### src/clk_rtc_pins_pkg.sv
// Purpose: Shared constants for the clock select and RTC pin block,
//          plus the two-stage synchroniser used for every pin input.
// Assumes: One core clock; all pins asynchronous to it.
// Notes:   Boot clock divisors round up so serial clocks never exceed
//          their target rate.
`timescale 1ns/10ps
package clk_rtc_pins_pkg;
	// Assumed external reference rates, in Hz
	localparam int unsigned REF_HZ_A = 11_289_600;
	localparam int unsigned REF_HZ_B = 12_000_000;
	localparam int unsigned REF_HZ_C = 12_288_000;
	// Boot serial clock targets, in Hz
	localparam int unsigned SPI_BOOT_HZ = 500_000;
	localparam int unsigned I2C_BOOT_HZ = 400_000;
	localparam int DIV_W = 8;
	// RTC register window in I/O space
	localparam logic [15:0] RTC_WIN_LO = 16'h1900;
	localparam logic [15:0] RTC_WIN_HI = 16'h197f;
	// Reset values
	localparam logic CLKOUT_EN_RST = 1'b0;
	localparam logic WAKE_MODE_RST = 1'b0; // 0 = input
	localparam logic SYNC_RST = 1'b0;
	// Edges the strap needs to fill the synchroniser before capture
	localparam logic [1:0] STRAP_SETTLE = 2'h2;
	// Pin-side wake level when idle (pulled up, active low)
	localparam logic WAKE_IDLE_LVL = 1'b1;
endpackage

// Purpose: Two flip-flop synchroniser, one bit per lane.
// Assumes: Inputs asynchronous to i_core_clk.
// Notes:   First stage is read only by the second stage.
module pin_sync2 #(
	parameter int WIDTH = 1,
	parameter logic [WIDTH-1:0] RST_VAL = '0
) (
	input wire logic i_core_clk,
	input wire logic i_rstn,
	input wire logic [WIDTH-1:0] i_async,
	output logic [WIDTH-1:0] o_sync
);
	logic [WIDTH-1:0] meta_q;

	// Both stages reset to a constant
	always_ff @(posedge i_core_clk or negedge i_rstn)
	begin
		if (!i_rstn)
		begin
			meta_q <= RST_VAL;
			o_sync <= RST_VAL;
		end
		else
		begin
			meta_q <= i_async;
			o_sync <= meta_q;
		end
	end
endmodule // pin_sync2

### src/clk_rtc_pins.sv
// Purpose: Clock source select, boot clock setup, RTC window gate,
//          RTC clock output pin and wake pin control.
// Assumes: Pins sampled on i_core_clk; clocks seen here as levels.
// Notes:   The select strap is caught once after reset release.
//
// Behaviour
// - With select low, the 32 kHz oscillator feeds the RTC timer and the system clock generator, and the external reference is ignored.
// - With select high, the external reference feeds the system clock generator while the 32 kHz oscillator feeds only the RTC timer and the RTC clock output pin.
// - With the external reference selected, boot bypasses the PLL assuming one of three supported reference rates.
// - Under that assumption boot sets the SPI clock to at most 500 kHz and the I2C clock to at most 400 kHz.
// - While the RTC oscillator is disabled, the RTC register window in I/O space cannot be reached.
// - The RTC clock output pin is driven only while its enable bit is set and floats otherwise.
// - After reset the RTC clock output pin stays floating until software enables it.
// - A wake pin assertion while the pin is an input brings the core out of idle.
// - The wake pin comes up as an input and can become an active-low open-drain alarm output.
`timescale 1ns/10ps
module clk_rtc_pins #(
	parameter int unsigned REF_HZ = clk_rtc_pins_pkg::REF_HZ_B
) (
	input wire logic i_core_clk,
	input wire logic i_rstn,
	input wire logic i_clock_source_select,
	input wire logic i_rtc_osc_32k,
	input wire logic i_external_reference_clock_in,
	input wire logic i_rtc_osc_enabled,
	input wire logic i_rtc_clock_output_enable,
	input wire logic i_wake_output_mode,
	input wire logic i_rtc_alarm,
	input wire logic i_rtc_alarm_clear,
	input wire logic i_io_req,
	input wire logic [15:0] i_io_addr,
	input wire logic i_wake_pin_in,
	output logic o_sysclk_src_ext,
	output logic o_sysclk_ref,
	output logic o_rtc_timer_clk,
	output logic o_boot_pll_bypass,
	output logic [clk_rtc_pins_pkg::DIV_W-1:0] o_spi_boot_div,
	output logic [clk_rtc_pins_pkg::DIV_W-1:0] o_i2c_boot_div,
	output logic o_rtc_window_hit,
	output logic o_rtc_access_grant,
	output logic o_rtc_clock_output_pin,
	output logic o_rtc_clock_output_pin_oe,
	output logic o_wake_pin_out,
	output logic o_wake_pin_oe,
	output logic o_core_wake_req,
	output logic o_alarm_pending
);
	localparam int unsigned SPI_DIV_I =
		(REF_HZ + clk_rtc_pins_pkg::SPI_BOOT_HZ - 1) /
		clk_rtc_pins_pkg::SPI_BOOT_HZ;
	localparam int unsigned I2C_DIV_I =
		(REF_HZ + clk_rtc_pins_pkg::I2C_BOOT_HZ - 1) /
		clk_rtc_pins_pkg::I2C_BOOT_HZ;
	localparam logic [clk_rtc_pins_pkg::DIV_W-1:0] SPI_DIV =
		SPI_DIV_I[clk_rtc_pins_pkg::DIV_W-1:0];
	localparam logic [clk_rtc_pins_pkg::DIV_W-1:0] I2C_DIV =
		I2C_DIV_I[clk_rtc_pins_pkg::DIV_W-1:0];

	logic [4:0] pins_s;
	logic sel_s;
	logic osc_s;
	logic ref_s;
	logic osc_en_s;
	logic wake_s;
	logic sel_q;
	logic sel_caught_q;
	logic [1:0] settle_q;
	logic clkout_en_q;
	logic wake_mode_q;
	logic wake_prev_q;
	logic alarm_q;
	logic in_window;

	// Every pin input crosses two flip-flops first
	pin_sync2 #(
		.WIDTH(5),
		.RST_VAL({clk_rtc_pins_pkg::WAKE_IDLE_LVL, 4'h0})
	) u_pin_sync (
		.i_core_clk(i_core_clk),
		.i_rstn(i_rstn),
		.i_async({i_wake_pin_in, i_rtc_osc_enabled,
			i_external_reference_clock_in, i_rtc_osc_32k,
			i_clock_source_select}),
		.o_sync(pins_s)
	);
	assign sel_s = pins_s[0];
	assign osc_s = pins_s[1];
	assign ref_s = pins_s[2];
	assign osc_en_s = pins_s[3];
	assign wake_s = pins_s[4];

	// Strap caught once, only after the synchroniser has left reset
	// and holds the real pin; later pin motion is ignored by design
	always_ff @(posedge i_core_clk or negedge i_rstn)
	begin
		if (!i_rstn)
		begin
			sel_q <= clk_rtc_pins_pkg::SYNC_RST;
			sel_caught_q <= 1'b0;
			settle_q <= 2'h0;
		end
		else if (!sel_caught_q)
		begin
			if (settle_q == clk_rtc_pins_pkg::STRAP_SETTLE)
			begin
				sel_q <= sel_s;
				sel_caught_q <= 1'b1;
			end
			else
				settle_q <= settle_q + 2'h1;
		end
	end

	// Clock source routing; external ref ignored while select low
	always_ff @(posedge i_core_clk or negedge i_rstn)
	begin
		if (!i_rstn)
		begin
			o_sysclk_ref <= 1'b0;
			o_rtc_timer_clk <= 1'b0;
			o_sysclk_src_ext <= 1'b0;
		end
		else
		begin
			o_sysclk_ref <= sel_q ? ref_s : osc_s;
			o_rtc_timer_clk <= osc_s;
			o_sysclk_src_ext <= sel_q;
		end
	end

	// Boot clocking; divisors round up so rates never overshoot
	always_ff @(posedge i_core_clk or negedge i_rstn)
	begin
		if (!i_rstn)
		begin
			o_boot_pll_bypass <= 1'b0;
			o_spi_boot_div <= '0;
			o_i2c_boot_div <= '0;
		end
		else
		begin
			o_boot_pll_bypass <= sel_q;
			o_spi_boot_div <= sel_q ? SPI_DIV : '0;
			o_i2c_boot_div <= sel_q ? I2C_DIV : '0;
		end
	end

	// RTC window gate, combinational so the access is never stalled
	assign in_window = (i_io_addr >= clk_rtc_pins_pkg::RTC_WIN_LO) &&
		(i_io_addr <= clk_rtc_pins_pkg::RTC_WIN_HI);
	assign o_rtc_window_hit = i_io_req && in_window;
	assign o_rtc_access_grant = o_rtc_window_hit && osc_en_s;

	// RTC clock output enable; floats from reset
	always_ff @(posedge i_core_clk or negedge i_rstn)
	begin
		if (!i_rstn)
		begin
			clkout_en_q <= clk_rtc_pins_pkg::CLKOUT_EN_RST;
			o_rtc_clock_output_pin <= 1'b0;
		end
		else
		begin
			clkout_en_q <= i_rtc_clock_output_enable;
			o_rtc_clock_output_pin <= osc_s;
		end
	end
	assign o_rtc_clock_output_pin_oe = clkout_en_q;

	// Wake pin direction; comes up as an input
	always_ff @(posedge i_core_clk or negedge i_rstn)
	begin
		if (!i_rstn)
			wake_mode_q <= clk_rtc_pins_pkg::WAKE_MODE_RST;
		else
			wake_mode_q <= i_wake_output_mode;
	end

	// Alarm flag; a new alarm beats a simultaneous clear
	always_ff @(posedge i_core_clk or negedge i_rstn)
	begin
		if (!i_rstn)
			alarm_q <= 1'b0;
		else if (i_rtc_alarm)
			alarm_q <= 1'b1;
		else if (i_rtc_alarm_clear)
			alarm_q <= 1'b0;
	end
	assign o_alarm_pending = alarm_q;

	// Open drain: only ever pull low
	assign o_wake_pin_out = 1'b0;
	assign o_wake_pin_oe = wake_mode_q && alarm_q;

	// Wake request on a falling edge of the synced pin, input mode only
	always_ff @(posedge i_core_clk or negedge i_rstn)
	begin
		if (!i_rstn)
		begin
			wake_prev_q <= clk_rtc_pins_pkg::WAKE_IDLE_LVL;
			o_core_wake_req <= 1'b0;
		end
		else
		begin
			wake_prev_q <= wake_s;
			o_core_wake_req <= !wake_mode_q && wake_prev_q && !wake_s;
		end
	end

	a_sel_low_route: assert property (
		@(posedge i_core_clk) disable iff (!i_rstn)
		(sel_caught_q && !sel_q) |=> (o_sysclk_ref == $past(osc_s)))
		else $error("system ref not from 32k osc");

	a_sel_high_route: assert property (
		@(posedge i_core_clk) disable iff (!i_rstn)
		(sel_caught_q && sel_q) |=>
			(o_sysclk_ref == $past(ref_s)) &&
			(o_rtc_timer_clk == $past(osc_s)))
		else $error("system ref not from external clock");

	a_strap_held: assert property (
		@(posedge i_core_clk) disable iff (!i_rstn)
		sel_caught_q |=> $stable(sel_q))
		else $error("captured select moved");

	a_pll_bypass: assert property (
		@(posedge i_core_clk) disable iff (!i_rstn)
		(sel_caught_q && sel_q) |=> o_boot_pll_bypass)
		else $error("PLL not bypassed on external ref");

	a_boot_divs: assert property (
		@(posedge i_core_clk) disable iff (!i_rstn)
		o_boot_pll_bypass |->
			(o_spi_boot_div == SPI_DIV) && (o_i2c_boot_div == I2C_DIV))
		else $error("boot serial divisors wrong");

	a_window_block: assert property (
		@(posedge i_core_clk) disable iff (!i_rstn)
		(!osc_en_s || !in_window) |-> !o_rtc_access_grant)
		else $error("RTC window reached with osc off");

	a_clkout_gate: assert property (
		@(posedge i_core_clk) disable iff (!i_rstn)
		!i_rtc_clock_output_enable |=> !o_rtc_clock_output_pin_oe)
		else $error("clock out driven while disabled");

	a_clkout_reset: assert property (
		@(posedge i_core_clk)
		!i_rstn |-> !o_rtc_clock_output_pin_oe && !o_wake_pin_oe)
		else $error("pin driven during reset");

	a_wake_core: assert property (
		@(posedge i_core_clk) disable iff (!i_rstn)
		(!wake_mode_q && $fell(wake_s)) |=> o_core_wake_req)
		else $error("wake edge did not wake core");

	a_wake_pulse: assert property (
		@(posedge i_core_clk) disable iff (!i_rstn)
		o_core_wake_req |=> !o_core_wake_req)
		else $error("wake request longer than one cycle");

	a_wake_drive: assert property (
		@(posedge i_core_clk) disable iff (!i_rstn)
		o_wake_pin_oe |-> wake_mode_q && alarm_q && !o_wake_pin_out)
		else $error("wake pin driven wrongly");

	a_wake_sync: assert property (
		@(posedge i_core_clk) disable iff (!i_rstn)
		$fell(i_wake_pin_in) ##1 !i_wake_pin_in |-> wake_s ##1 !wake_s)
		else $error("wake pin not through two stages");
endmodule // clk_rtc_pins

### config.mk
export PLATFORM = sky130hd
export DESIGN_NAME = clk_rtc_pins
export DESIGN_NICKNAME = d
export VERILOG_FILES = /design/src/clk_rtc_pins_pkg.sv /design/src/clk_rtc_pins.sv
export SDC_FILE = /design/constraint.sdc
export NUM_CORES = 1
export LEC_CHECK = 0
export BUFFER_PORTS_ARGS = -buffer_cell sky130_fd_sc_hd__buf_2
export CAP_MARGIN = 30
export CORE_MARGIN = 2
export CORE_UTILIZATION = 43
export CTS_CLUSTER_DIAMETER = 50
export DETAILED_ROUTE_END_ITERATION = 10
export HOLD_SLACK_MARGIN = 0.03
export PLACE_DENSITY = 0.85
export SYNTH_ARGS = -nofsm -noshare
export SYNTH_HDL_FRONTEND = slang
export SYNTH_SLANG_ARGS = --single-unit
### constraint.sdc
create_clock -name i_core_clk -period 1.8 [get_ports i_core_clk]
set_clock_uncertainty 0.1 [all_clocks]
set_input_delay 0.09 -clock i_core_clk [delete_from_list [all_inputs] [get_ports i_core_clk]]
set_output_delay 0.09 -clock i_core_clk [all_outputs]
set_load 0.1 [all_outputs]
; ---- Yosys cells after proc, flatten, opt, wreduce, memory -nomap -nowiden
; Index checks and enable logic that the tools add are counted.
[totals]
regBits = 32
elab_cells = 39
[classes]
eq_ne = 1
n_addsub = 1
n_bitwise = 2
mux = 7
magnitude_cmp = 2
reduce_logical = 11
[ops]
columns = cell, n
row1 = "16-bit by 13-bit greater-or-equal comparator with 1-bit output, second input constant", 1
row2 = "16-bit by 13-bit less-or-equal comparator with 1-bit output, second input constant", 1
row3 = 5-bit 2-to-1 mux, 2
row4 = 1-bit logical AND, 6
row5 = 1-bit 2-to-1 mux, 5
row6 = 2-bit AND reduction, 2
row7 = "2-bit by 1-bit adder with 2-bit output, second input constant", 1
row8 = "2-bit equality test, second input constant", 1
row9 = 1-bit zero test, 2
row10 = 1-bit NOT, 2
row11 = 2-bit nonzero test, 1

; ---- Logic depth before layout (Yosys ltp)
; Gate-level depths: netlist of run 1.
[depth]
ltp_word = 4
mapped_depth = 4
depth_no_buf = 4

; ---- By module
; Synthesis of run 1 repeated with hierarchy kept, for this count alone.
[unflattened]
cells_unflattened = 61
hier_area_um2 = 848.3
[by_module_without_submodules]
columns = mod, area_per_inst_um2, seq_area_each_um2, n_inst, cells_each
row1 = clk_rtc_pins, 595.6, 301.5, 1, 51
row2 = pin_sync2, 252.7, 252.7, 1, 10

; ---- Worst setup path after synthesis of run 1
; Ideal clock, no wire load.
[synth_timing]
kind = in2out
startpoint = input port i_io_addr[7]
endpoint = output port o_rtc_access_grant
cell_stages = 2
t_required_ps = 1610
t_arrival_ps = 2267
path_slack_ps = -657
cell_sequence = or4_4 > nor4_2
[synth_between]
elab_chain_len = 4
word_cells_on_any_way = 5
[synth_rtl]
columns = element, line_no
row1 = start: declaration, clk_rtc_pins.sv:31  ; input wire logic [15:0] i_io_addr,
row2 = 16-bit by 13-bit greater-or-equal comparator with 1-bit output or 16-bit by 13-bit less-or-equal comparator with 1-bit output (tied branches), "clk_rtc_pins.sv:149, clk_rtc_pins.sv:150"
row3 = 1-bit logical AND (*), clk_rtc_pins.sv:149  ; assign in_window = (i_io_addr >= clk_rtc_pins_pkg::RTC_WIN_LO) &&
row4 = 1-bit logical AND (*), clk_rtc_pins.sv:151  ; assign o_rtc_window_hit = i_io_req && in_window;
row5 = 1-bit logical AND (*), clk_rtc_pins.sv:152  ; assign o_rtc_access_grant = o_rtc_window_hit && osc_en_s;
row6 = end: declaration, clk_rtc_pins.sv:40  ; output logic o_rtc_access_grant,
; Every way passes the cells marked *; elsewhere a longest branch is shown, timed or not.

; ---- Final worst setup path of run 1
[layout_timing]
startpoint = register u_pin_sync.o_sync[3]
endpoint = output port o_rtc_access_grant
[layout_between]
elab_chain_len = 1
[layout_rtl]
columns = element, line_no
row1 = start: declaration, clk_rtc_pins_pkg.sv:39  ; output logic [WIDTH-1:0] o_sync
row2 = start signal: assignment, clk_rtc_pins_pkg.sv:54  ; o_sync <= meta_q;
row3 = 1-bit logical AND, clk_rtc_pins.sv:152
; No other way between the ends.

==> results of run 1 <==
[metrics by stage]
step,power [µW],instances
floorplan,819,71
global placement,835,116
detailed placement,839,116
CTS,1070,130
global route,1110,130
finish,1060,130
[flip-flops by register name, indices dropped and copies added, names as in the netlist]
signal / cells
o_rtc_clock_output_pin: 1
wake_prev_q: 1
u_pin_sync.o_sync: 5
u_pin_sync.meta_q: 5
o_i2c_boot_div: 1
o_rtc_clock_output_pin_oe: 1
sel_caught_q: 1
wake_mode_q: 1
o_sysclk_ref: 1
sel_q: 1
settle_q: 2
o_alarm_pending: 1
o_core_wake_req: 1
[layout by cell type (no fill, tap or decap)]
master / count
a21o_1: 1
and2_2: 1
buf_12: 2
buf_2: 35
clkbuf_1: 1
clkbuf_4: 3
conb_1: 11
dfrtp_1: 19
dfstp_2: 3
dlygate4sd3_1: 10
ha_1: 1
inv_1: 3
mux2_2: 2
nand2_1: 1
nand4bb_1: 1
nor2b_1: 1
nor3_4: 1
nor3b_1: 1
nor4_4: 1
o21ai_0: 2
or2_2: 1
or4_4: 1
xnor2_1: 1
[cells by family (layout without fill, tap and decap cells)]
group,count (synthesis),in the layout,share of synthesized area
muxes,2,2,0.0265
and+or+nand+nor,9,9,0.0885
adders and majority gates,1,1,0.0147
DFF,22,22,0.653
other,1,11,0.00442
xor gates and xnor gates,1,1,0.0103
AOI/OAI and AO/OA,3,3,0.0207
buffers and inverters,22,54,0.181
[metal layers]
metal / vias to the layer above / share of wire / routed length [µm]
met5: - / 0 / 0
met4: 0 / 0.018 / 24
met3: 4 / 0.085 / 116
met2: 34 / 0.57 / 772
met1: 245 / 0.33 / 448
li1: 249 / - / -
[worst max-delay path, stage by stage (launching register included)]
cell and delay, ns:
dfrtp_1 0.33, inv_1 0.05, nor4_4 0.32, buf_12 0.21
[how the worst max path moves through the flow]
stage	to	depth (start not counted)	slack (ns)
detailed placement	o_rtc_access_grant	4	0.44
global route	o_wake_pin_oe	2	0.31
global placement	o_rtc_access_grant	4	0.45
floorplan	o_rtc_access_grant	2	-0.03
finish	o_rtc_access_grant	3	0.40
CTS	o_wake_pin_oe	2	0.39
[layout make-up]
class | count | area (µm²)
sequential | 22 | 554
multi-input combinational | 27 | 194
fill | 168 | 767
clock buffer | 4 | 26.3
inverter | 3 | 11.3
timing repair buffer | 47 | 315
tap | 27 | 33.8
[Yosys cell counts]
cell type,n
buf_4,19
dfrtp_1,19
dfstp_2,3
inv_1,3
mux2_2,2
o21ai_0,2
a21o_1,1
and2_1,1
conb_1,1
ha_1,1
nand2_1,1
nand4bb_1,1
nor2b_1,1
nor3_2,1
nor3b_1,1
nor4_2,1
or2_2,1
or4_4,1
xnor2_1,1
[repair_timing]
action | 4_1_cts | 5_1_grt
hold endpoints to repair | 30 | 0
hold buffers | 10 | 0
setup buffers | 0 | 0
[power by group]
part	switching (µW)	internal, µW
clock network	131	86.2
logic	268	49.4
registers	9.58	519
total	409	654
==> metrics, run 1 <==
standard-cell row count=16; PwrDens=~940 mW/mm²; post-synth top area cell=dfrtp_1; maximum clock frequency=between 0.7 and 0.8 GHz; CTS tree=done; Final TNS setup=0 ns; GR Util All Layers=0.139; Area contributors post-synth=dfrtp_1 (56%), buf_4 (17%), dfstp_2 (9.3%), mux2_2 (2.7%), ha_1 (1.5%); Final ANT Viol Nets=0; clk sinks=22; n_diodes=0; share of layout cells above drive strength 1=0.485; first-pass GRT wire length=around 2.4 mm; Mapped Area=between 800 and 900 µm²; Place WS=approximately 0.44 ns; drt first-iter violations=1; DP HPWL=around 970 µm; register bit count reported by yosys=22; gr ovfl total=0; Clock Tree Root=clkbuf_4; WL/cell=10.5 µm; worst r2r path cells=2; Placer Congestion=around 0.6; core area=roughly 0.0019 mm²; DP Area=approximately 0.001 mm²; Initial Util=0.446; CP arrival=between 1 and 1.5 ns; Die Area=roughly 0.0023 mm²; Required @ worst endpoint=about 1.6 ns; max_cap viols=0; Pins Over Slew Limit=0; VDD IR-drop max=between 0.6 and 0.7 mV; Ports=56; sequential share of the synthesized area=0.653; min cycle time layout=~1.4 ns; Fin. Hold Viols=0; Register-to-Register Setup Slack=0.46 ns; met2 usage=0.271; library cells used by synthesis=19; DR vias=532; largest net degree at the start of global routing=23; routed vias/inst=slightly above 4; Area Growth Syn to Fin=33.8%; R2R Path End=o_alarm_pending; syn avg cell area=13.9 µm²; Yosys warnings=0; hold crit path type=input pin to asynchronous set/reset pin; Setup crit start kind=flip-flop; layout net count=133; Crit. End Element=primary output; worst-path maximum fanout=1; Worst-Skew Late Latency=0.29 ns; vias in the first global route=roughly 570; H-Tree Depth=1; status=finished clean; CP Launch Point=u_pin_sync.o_sync[3]; Setup CP Type=flip-flop to primary output; drt total wl=approximately 1.4 mm; cts bufs inserted=3; unrepaired setup endpoints after global routing=no; Die Wd=between 40 and 50 µm; LEAKAGE=0.000563 µW; post-synth top area share=0.560; final core utilization=0.597; final worst-path cycle share=0.780; Max clock buf depth=2; GR Layer Usage met3=0.0370; post-CTS sizing=0; Cells after Synth=around 60; antenna violations before repair=0; final worst slack=slightly below 0.4 ns; post-route cell area=around 0.0011 mm²; DR DRC count=0; met1 usage=0.124; GR peak layer=met2; router iterations before antenna repair=3; Setup Viol. Count Final=0; RR Startpoint=o_alarm_pending; worst hold slack=approximately 0.17 ns; port bufs=37; die height=just under 50 µm; CTS clock-pin slew for the worst setup and hold paths=between 0.1 and 0.15 ns
Power figures use the tool's default switching activity.
==> inputs of run 2 (changes only) <==
- CORE_UTILIZATION: 43 -> 36
- PLACE_DENSITY: 0.85 -> 0.76
- clock period: 1.8 -> 1.2 ns (I/O delays scaled with it)
==> metrics, run 2 (same netlist as run 1, synthesis figures left out) <==
unrepaired setup endpoints after global routing=yes; hold crit path type=input pin to asynchronous set/reset pin; gr ovfl total=0; min cycle time layout=between 1 and 1.5 ns; Crit. End Element=primary output; Worst-Skew Late Latency=~0.29 ns; router iterations before antenna repair=1; H-Tree Depth=1; drt first-iter violations=0; Die Wd=roughly 53 µm; n_diodes=0; Setup Viol. Count Final=14; Final TNS setup=-1.15 ns; final worst-path cycle share=1.18; WL/cell=roughly 11 µm; drt total wl=between 1 and 1.5 mm; CP Cell Sequence=buf_6 > or4_4 > nor4_4 > buf_12; Clock Tree Root=clkbuf_4; # fillers=about 160; CTS clock-pin slew for the worst setup and hold paths=between 0.1 and 0.15 ns; CTS tree=done; crit-path leading delay family=simple AND/OR/NAND/NOR gates; most frequent cells in the layout=buf_2 (18), buf_12 (18), dfrtp_1 (16); DR DRC count=0; PwrDens=about 1200 mW/mm²; final core utilization=0.674; largest net degree at the start of global routing=23; core area=0.00221 mm²; CP max stage cell=or4_4; Die Area=0.00276 mm²; Area Growth Syn to Fin=75.7%; VDD IR-drop max=~0.96 mV; maximum clock frequency=approximately 0.71 GHz; GR Util All Layers=0.123; Pins Over Slew Limit=0; worst hold slack=~0.13 ns; LEAKAGE=0.000711 µW; cts bufs inserted=3; Fin. Hold Viols=0; worst-path maximum fanout=2; post-route cell area=around 0.0015 mm²; RR Startpoint=settle_q[0]; Max clock buf depth=2; Placer Congestion=around 0.6; Final ANT Viol Nets=0; status=finished with violations; Worst path max stage delay=~0.55 ns; antenna violations before repair=0; Initial Util=0.383; Ports=between 50 and 60; max_cap viols=0; first-pass GRT wire length=~2.4 mm; die height=~53 µm; DP HPWL=roughly 1.2 mm; CP Launch Point=i_io_addr[13]; layout net count=139; CP arrival=about 1.3 ns; routed vias/inst=between 4 and 5; standard-cell row count=17; failing checks=negative setup slack; share of layout cells above drive strength 1=0.606; vias in the first global route=550; final worst slack=-0.212 ns; Required @ worst endpoint=1.04 ns; Largest regs=u_pin_sync.meta_q (5), u_pin_sync.o_sync (5), settle_q (2); Setup crit start kind=input pin; Setup CP Type=input pin to primary output; port bufs=37; DR vias=570; CP bufs+invs=2; clk sinks=22; DP Area=0.00125 mm²
run 2: cell count changes in the layout (fill, tap and decap cells not counted), moves of 2 or more:
| cell | delta |
|---|---|
| o21ai_0 | -2 |
| buf_12 | +16 |
| dfrtp_4 | +2 |
| dfrtp_1 | -3 |
| buf_2 | -17 |
| buf_6 | +2 |
| buf_4 | +5 |
run 2: worst register-to-register path, cell delays in order (launching register included):
cell,delay [ns]
dfrtp_1,0.41
inv_1,0.07
ha_2,0.19
nor2b_4,0.15
mux2_4,0.30
run 2: area by class of cell:
| cell class | count | area [µm²] | area share |
|---|---|---|---|
| Timing Repair Buffer | 53 | 611 | 0.410 |
| Sequential cell | 22 | 563 | 0.378 |
| Multi-Input combinational cell | 27 | 234 | 0.157 |
| Clock buffer | 4 | 36.3 | 0.0243 |
| Tap cell | 28 | 35.0 | 0.0235 |
| Inverter | 3 | 11.3 | 0.00756 |
run 2: metal layers:
layer  GRT usage  vias up  routed length [µm]
met4      0.0513        0                   0
met3      0.0371        0                 191
li1            -      263                   -
met1       0.121      264                 505
met2       0.233       43                 791
met5           0        -                   0
run 2: report_power, final:
group	switching (µW)	internal [µW]
registers	29.1	781
clock network	196	185
logic	408	175
total	633	1140
run 2: what timing repair did:
action	in CTS	in global routing
hold buffers	10	0
resized for setup	6	7
buffers inserted	2	3
hold endpoints to repair	30	0
setup endpoints to repair	14	15
pin swaps	0	4
run 2: final timing paths:
path	end	slack, ns	depth (start not counted)
worst max register to register	sel_q	-0.12	4
worst min register to register	u_pin_sync.o_sync[2]	0.26	0
worst max-delay path	o_rtc_access_grant	-0.21	4
worst min-delay path	settle_q[0]	0.13	2
max in group asynchronous	o_alarm_pending	0.52	2
min in group i_core_clk	u_pin_sync.o_sync[2]	0.26	0
run 2: stage by stage:
| step | worst slack, ns | power (µW) | cells |
|---|---|---|---|
| after detailed placement | -0.183 | 1370 | 118 |
| after floorplan | -0.568 | 1230 | 71 |
| final | -0.212 | 1770 | 137 |
| after global placement | -0.0888 | 1360 | 118 |
| after global routing | -0.226 | 1860 | 137 |
| after CTS | -0.189 | 1800 | 134 |
